$ cat src/rtl/atf_regs.svh
// constants of the accumulator-transfer / flag / interrupt command interpreter
// assumes nine-byte frames delivered one byte per handshake on core_clk
`ifndef ATF_REGS_SVH
`define ATF_REGS_SVH

`define ATF_FRAME_LEN 4'h9
`define ATF_LAST_IDX 4'h8
`define ATF_SUM_IDX 8
// request byte positions
`define ATF_POS_ADDR 0
`define ATF_POS_CMD 1
`define ATF_POS_TYPE 2
`define ATF_POS_MOT 3
// instruction codes
`define ATF_CMD_ACCU_XREG_CALC_CMD 8'h21
`define ATF_CMD_AXIS 8'h22
`define ATF_CMD_GLOB 8'h23
`define ATF_CMD_CLEAR 8'h24
`define ATF_CMD_IEN 8'h19
`define ATF_CMD_IDIS 8'h1a
// type / selector codes
`define ATF_TYPE_MUL 8'h02
`define ATF_IRQ_GLOBAL 8'hff
`define ATF_CLR_ALL 8'h00
`define ATF_CLR_LAST 8'h05
// reply status codes
`define ATF_ST_OK 8'h64
`define ATF_ST_BADSUM 8'h01
`define ATF_ST_BADCMD 8'h02
`define ATF_ST_BADTYPE 8'h03
`define ATF_ST_BADVAL 8'h04
// error flag bit positions
`define ATF_FLG_TIMEOUT 0
`define ATF_FLG_ALARM 1
`define ATF_FLG_DEVIATION 2
`define ATF_FLG_POSITION 3
`define ATF_FLG_SHUTDOWN 4
// reset values
`define ATF_ACCU_RST 32'h0000_0000
`define ATF_XREG_RST 32'h0000_0000
`define ATF_FLAGS_RST 5'h00

`endif

$ cat src/rtl/atf_pkg.sv
// types of the accumulator-transfer / flag / interrupt command interpreter
// assumes atf_regs.svh supplies the numeric constants
package atf_pkg;
  localparam int NUM_IRQ = 32;

  typedef enum logic [1:0] {ATF_RX, ATF_EXEC, ATF_TX} atf_state_t;

  typedef logic [8:0][7:0] atf_frame_t;

  typedef struct packed {
    logic axis_wr;
    logic glob_wr;
    logic [7:0] num;
    logic [7:0] sel;
    logic [31:0] data;
  } atf_par_t;

  typedef struct packed {
    atf_state_t state;
    logic [3:0] cnt;
    atf_frame_t req;
    atf_frame_t rep;
    logic [31:0] accu;
    logic [31:0] xreg;
    logic [4:0] flags;
    logic [NUM_IRQ-1:0] ien;
    logic gien;
    atf_par_t par;
  } atf_st_t;
endpackage

$ cat src/rtl/atf_cmd.sv
// command interpreter: accumulator transfers, multiply, flag clear, interrupt enables
// assumes all inputs come from logic on core_clk; host strobes one byte per handshake
`timescale 1ns/1ns
`include "atf_regs.svh"

// Behaviour
// RULE1: frame is address, command, type, motor/bank, value msb first, checksum.
// RULE2: checksum is modulo-256 sum of first eight bytes, same for replies.
// RULE3: code 33 type 2 multiplies accumulator by X register into accumulator.
// RULE4: code 34 writes accumulator into axis parameter type for given motor.
// RULE5: code 35 writes accumulator to global parameter; banks 0,2,3 only.
// RULE6: code 36 clears error flags chosen by type; motor, value ignored.
// RULE7: clear type 0 all, 1 timeout, 2 alarm, 3 deviation, 4 position, 5 shutdown.
// RULE8: code 25 sets the enable of the interrupt numbered by type.
// RULE9: code 25 with number 255 sets the global interrupt enable.
// RULE10: code 26 clears the enable of the interrupt numbered by type.
// RULE11: code 26 with number 255 clears the global interrupt enable.
// RULE12: successful commands reply with status 100, value don't care.
module atf_cmd #(
  parameter logic [7:0] DEV_ADDR = 8'h01,
  parameter logic [7:0] HOST_ADDR = 8'h02
) (
  input wire logic core_clk,
  input wire logic arst_n,
  input wire logic rx_valid,
  output logic rx_ready,
  input wire logic [7:0] rx_byte,
  output logic tx_valid,
  input wire logic tx_ready,
  output logic [7:0] tx_byte,
  input wire logic accu_wr,
  input wire logic [31:0] accu_wdata,
  input wire logic xreg_wr,
  input wire logic [31:0] xreg_wdata,
  input wire logic [4:0] err_set,
  output logic [31:0] accu,
  output logic [4:0] err_flags,
  output logic [atf_pkg::NUM_IRQ-1:0] irq_en,
  output logic irq_global_en,
  output atf_pkg::atf_par_t par_wr
);

  atf_pkg::atf_st_t s_q, s_d;

  function automatic logic [7:0] frame_sum(input atf_pkg::atf_frame_t f);
    logic [7:0] acc;
    acc = 8'h00;
    for (int i = 0; i < `ATF_SUM_IDX; i++) begin
      acc = acc + f[i];
    end
    return acc;
  endfunction

  logic [7:0] f_cmd, f_type, f_sel;
  logic sum_ok, addr_ok, exec_go;
  assign f_cmd = s_q.req[`ATF_POS_CMD];
  assign f_type = s_q.req[`ATF_POS_TYPE];
  assign f_sel = s_q.req[`ATF_POS_MOT];
  assign sum_ok = frame_sum(s_q.req) == s_q.req[`ATF_SUM_IDX]; // see RULE2
  assign addr_ok = s_q.req[`ATF_POS_ADDR] == DEV_ADDR;
  assign exec_go = s_q.state == atf_pkg::ATF_EXEC && addr_ok && sum_ok;

  always_comb begin
    logic [7:0] status;
    logic [4:0] clr;
    status = `ATF_ST_OK;
    clr = 5'h00;
    s_d = s_q;
    s_d.par.axis_wr = 1'b0;
    s_d.par.glob_wr = 1'b0;
    if (accu_wr) begin
      s_d.accu = accu_wdata;
    end
    if (xreg_wr) begin
      s_d.xreg = xreg_wdata;
    end
    case (s_q.state)
      atf_pkg::ATF_RX: begin
        if (rx_valid) begin
          s_d.req[s_q.cnt] = rx_byte; // see RULE1
          if (s_q.cnt == `ATF_LAST_IDX) begin
            s_d.cnt = 4'h0;
            s_d.state = atf_pkg::ATF_EXEC;
          end else begin
            s_d.cnt = s_q.cnt + 4'h1;
          end
        end
      end
      atf_pkg::ATF_EXEC: begin
        if (!sum_ok) begin
          status = `ATF_ST_BADSUM;
        end else begin
          case (f_cmd)
            `ATF_CMD_ACCU_XREG_CALC_CMD: begin
              // only the multiply operation lives in this block
              if (f_type == `ATF_TYPE_MUL) begin
                s_d.accu = 32'(s_q.accu * s_q.xreg); // see RULE3
              end else begin
                status = `ATF_ST_BADTYPE;
              end
            end
            `ATF_CMD_AXIS: begin
              s_d.par = '{1'b1, 1'b0, f_type, f_sel, s_q.accu}; // see RULE4
            end
            `ATF_CMD_GLOB: begin
              if (f_sel == 8'h00 || f_sel == 8'h02 || f_sel == 8'h03) begin
                s_d.par = '{1'b0, 1'b1, f_type, f_sel, s_q.accu}; // see RULE5
              end else begin
                status = `ATF_ST_BADVAL;
              end
            end
            `ATF_CMD_CLEAR: begin
              if (f_type == `ATF_CLR_ALL) begin
                clr = 5'h1f; // see RULE7
              end else if (f_type <= `ATF_CLR_LAST) begin
                clr[3'(f_type - 8'h01)] = 1'b1; // see RULE6
              end else begin
                status = `ATF_ST_BADTYPE;
              end
            end
            `ATF_CMD_IEN: begin
              if (f_type == `ATF_IRQ_GLOBAL) begin
                s_d.gien = 1'b1; // see RULE9
              end else if (f_type < 8'(atf_pkg::NUM_IRQ)) begin
                s_d.ien[5'(f_type)] = 1'b1; // see RULE8
              end else begin
                status = `ATF_ST_BADTYPE;
              end
            end
            `ATF_CMD_IDIS: begin
              if (f_type == `ATF_IRQ_GLOBAL) begin
                s_d.gien = 1'b0; // see RULE11
              end else if (f_type < 8'(atf_pkg::NUM_IRQ)) begin
                s_d.ien[5'(f_type)] = 1'b0; // see RULE10
              end else begin
                status = `ATF_ST_BADTYPE;
              end
            end
            default: status = `ATF_ST_BADCMD;
          endcase
        end
        // a failed frame must not move anything, so undo side effects on error
        if (status != `ATF_ST_OK) begin
          s_d.par = s_q.par;
          s_d.par.axis_wr = 1'b0;
          s_d.par.glob_wr = 1'b0;
        end
        // frames for another address are dropped silently so the bus stays free
        if (!addr_ok) begin
          s_d = s_q;
          // a load from outside in the same cycle must not be lost with the frame
          if (accu_wr) begin
            s_d.accu = accu_wdata;
          end
          if (xreg_wr) begin
            s_d.xreg = xreg_wdata;
          end
          s_d.par.axis_wr = 1'b0;
          s_d.par.glob_wr = 1'b0;
          clr = 5'h00;
          s_d.state = atf_pkg::ATF_RX;
        end else begin
          s_d.rep = '{8'h00, 8'h00, 8'h00, 8'h00, 8'h00, f_cmd, status, DEV_ADDR, HOST_ADDR};
          s_d.rep[`ATF_SUM_IDX] = frame_sum(s_d.rep); // see RULE12
          s_d.state = atf_pkg::ATF_TX;
        end
      end
      atf_pkg::ATF_TX: begin
        if (tx_ready) begin
          if (s_q.cnt == `ATF_LAST_IDX) begin
            s_d.cnt = 4'h0;
            s_d.state = atf_pkg::ATF_RX;
          end else begin
            s_d.cnt = s_q.cnt + 4'h1;
          end
        end
      end
      default: begin
        s_d.state = atf_pkg::ATF_RX;
        s_d.cnt = 4'h0;
      end
    endcase
    // a flag raised in the clearing cycle survives: set wins
    s_d.flags = (s_q.flags & ~clr) | err_set;
  end

  always_ff @(posedge core_clk or negedge arst_n) begin
    if (!arst_n) begin
      s_q <= '0;
      s_q.state <= atf_pkg::ATF_RX;
      s_q.accu <= `ATF_ACCU_RST;
      s_q.xreg <= `ATF_XREG_RST;
      s_q.flags <= `ATF_FLAGS_RST;
    end else begin
      s_q <= s_d;
    end
  end

  assign rx_ready = s_q.state == atf_pkg::ATF_RX;
  assign tx_valid = s_q.state == atf_pkg::ATF_TX;
  assign tx_byte = s_q.rep[s_q.cnt];
  assign accu = s_q.accu;
  assign err_flags = s_q.flags;
  assign irq_en = s_q.ien;
  assign irq_global_en = s_q.gien;
  assign par_wr = s_q.par;
endmodule

$ cat config.mk
export PLATFORM = sky130hd
export DESIGN_NAME = atf_cmd
export DESIGN_NICKNAME = d
export VERILOG_FILES = /design/src/rtl/atf_pkg.sv /design/src/rtl/atf_cmd.sv
export VERILOG_INCLUDE_DIRS = /design/src /design/src/rtl
export SDC_FILE = /design/constraint.sdc
export NUM_CORES = 2
export LEC_CHECK = 0
export BUFFER_PORTS_ARGS = -buffer_cell sky130_fd_sc_hd__buf_2
export CAP_MARGIN = 10
export CORE_MARGIN = 2
export CORE_UTILIZATION = 43
export DETAILED_ROUTE_END_ITERATION = 8
export PLACE_DENSITY = 0.65
export SYNTH_ARGS = -nofsm -noshare
export SYNTH_HDL_FRONTEND = slang
export SYNTH_SLANG_ARGS = --single-unit
$ cat constraint.sdc
create_clock -name core_clk -period 7.7 [get_ports core_clk]
set_input_delay 0.385 -clock core_clk [delete_from_list [all_inputs] [get_ports core_clk]]
set_output_delay 0.385 -clock core_clk [all_outputs]
set_load 0.005 [all_outputs]
==> metrics.txt <==
Final #Nets=3,585; Cells after Synth=2,850; clk root buf=clkbuf_16; RSZ-0062 raised after global routing=no; core area=66,800 um^2; Fmax=137 MHz; GP Congestion=0.890; largest net degree at the start of global routing=146; max cap viols=0; Synth area leaders=fa_1, dfrtp_1, mux2_2; placed cell areas=30,100 um^2; Slew Viols, Final=0; Worst-path clk slew=80 ps; Syn Area/Cell=10.1 um^2; Routed WL=76,300 um; Slew headroom=0.247; Fin Setup TNS=0 ps; Num CTS Buffers=29; clock sinks=251; CTS tree=done; first-pass GRT wire length=122,000 um; Slew @ Worst Pin=1130 ps; Crit Path Category=register to register; Synth area leader=fa_1; Die Ht=263 um; crit path max fanout=11; H-Tree Depth=1; Net Count, Synth=3,530; starting density of the core=0.432; Synth top area share=0.311; Hold Fails Final Rpt=0; via count=19,500; WL/cell=20.1 um; layout cells sized above 1=0.178; commonest register cell after synthesis=dfrtp_1; initial DRC count=1,207; num rows=95; GRT Total Usage=0.226; Warnings, synthesis=0; min-delay worst type=primary input to register; number of routed nets with antenna violations=0; Critical Path RT=8150 ps; asr flop ratio synth=1.00; nature of the critical path endpoint=register; vias in the first global route=20,600; #FFs+latches synth=251; port buffer count=212; post-detail-place hpwl=61,400 um; area growth from synthesis to layout=8.10%; worst path arrival time=7750 ps; worst skew pair latency=610 ps; DRC=0; postcts setup bufs=0; Tcrit/Tclk final=0.948; initial antenna violation count=5; Fillers=6,353; placed insts=3,738; Initial DRT Pass Iterations=5; Setup violations, final=0; Die Wd=263 um; crit start category=register; Ports=213; GRT Residual Overflow=0; Distinct cells, synth=61; CTS max path bufs=3; Period minus WS final=7300 ps; Die ar.=69,200 um^2; Fin Clk Skew=41.1 ps; sequential area share after synthesis=0.218; number of synthesized flops with an enable pin=0; Cell Area, Synth=28,900 um^2; Via-to-Cell Ratio=5.12; Post-Layout Cell Count=3,802; Post-Layout Inst Area=31,200 um^2; outcome=finished, final reports clean
-- synth_stat cells (6+ instances only) --
cell	instances
a211oi_1	28
a21o_1	12
a21oi_1	57
and2_1	311
and3_1	9
buf_2	9
buf_4	123
clkbuf_1	128
dfrtp_1	251
fa_1	448
ha_1	149
inv_1	448
mux2_1	7
mux2_2	188
mux2i_1	8
nand2_1	266
nand2b_1	15
nand3_1	52
nor2_1	38
nor2b_1	26
nor3_1	28
o21ai_0	43
o21bai_1	6
o31ai_1	6
xnor2_1	83
xor2_1	34
-- through the flow --
stage	util	hold slack (ps)	setup WS, ps
finish	0.467	21.0	399
global placement	0.451	461	524
detailed placement	0.451	470	498
CTS	0.467	4.47	404
floorplan	-	89.4	745
global route	0.467	20.5	132
-- routing by layer --
metal	global-route usage	vias to the layer above	part of all wire
met4	0.0575	6	0.026
met5	0	-	0.00041
met1	0.308	9998	0.43
met2	0.377	535	0.48
li1	-	8804	-
met3	0.0353	111	0.059
-- cells in the final DEF, fill, tap and decap left out, types with 12 or more instances in the layout --
master / netlist / final
nand2_1: 266 / 266
a211oi_1: 28 / 28
clkbuf_16: 0 / 29
a21o_1: 12 / 12
buf_4: 123 / 64
nor3_1: 28 / 28
mux2_2: 188 / 188
dfrtp_1: 251 / 251
nand3_1: 52 / 52
xor2_1: 34 / 34
inv_1: 448 / 448
and2_1: 311 / 311
nor2_1: 38 / 38
nor2b_1: 26 / 26
nand2b_1: 15 / 15
o21ai_0: 43 / 43
xnor2_1: 83 / 83
ha_1: 149 / 149
a21oi_1: 57 / 57
fa_1: 448 / 448
buf_2: 9 / 211
-- layout make-up --
class	count	area [um^2]	area share
Antenna cell	2	5.00	0.000160
Clock buffer	37	796	0.0255
Clock inverter	16	225	0.00722
Inverter	448	1680	0.0539
Multi-Input combinational cell	1888	19400	0.623
Sequential cell	251	6280	0.201
Tap cell	873	1090	0.0350
Timing Repair Buffer	287	1680	0.0539
-- worst paths after layout --
path,from,to,slack (ps),cells after the start
min in group asynchronous,arst_n,s_q[301]$_DFFE_PN0P_,410,2
max in group asynchronous,arst_n,accu[4]$_DFF_PN0_,5960,3
worst max-delay path,accu[15]$_DFF_PN0_,accu[31]$_DFF_PN0_,400,21
worst min-delay path,xreg_wdata[15],s_q[103]$_DFFE_PN0P_,20,2
worst min register to register,s_q[177]$_DFFE_PN0P_,s_q[177]$_DFFE_PN0P_,480,2
worst max register to register,accu[15]$_DFF_PN0_,accu[31]$_DFF_PN0_,400,21
-- cell families (layout without fill, tap and decap cells) --
family                   after synthesis  count (layout)  synth area share
AND/OR/NAND/NOR                      778             778             0.141
buffers and inverters                711             788             0.109
adder cells (fa/ha/maj)              598             598             0.376
flip-flops                           251             251             0.218
multiplexers                         203             203            0.0788
AO/OA/AOI/OAI                        191             191            0.0419
XOR/XNOR                             118             118            0.0363
other                                  0               2                 0
-- worst max-delay path, cell delays in order, from the launching register on --
cell and delay, ps:
dfrtp_1 680, buf_4 310, nand2_1 100, fa_1 510
fa_1 550, fa_1 580, fa_1 460, fa_1 560
inv_1 70, fa_1 450, fa_1 540, fa_1 450
ha_1 410, a21oi_1 160, o21ai_0 110, and2_1 180
a211oi_1 170, buf_4 170, a21oi_1 80, o41ai_1 340
xnor2_1 170, a21oi_1 80
-- repair_timing --
action / CTS / global route
hold buffers: 9 / 0
setup endpoints to repair: 0 / 0
resized for setup: 0 / 0
endpoints found under the hold margin: 114 / 0
Power is not shown: default switching activity piles up to over one toggle a cycle in this logic, so the estimate is an artifact.
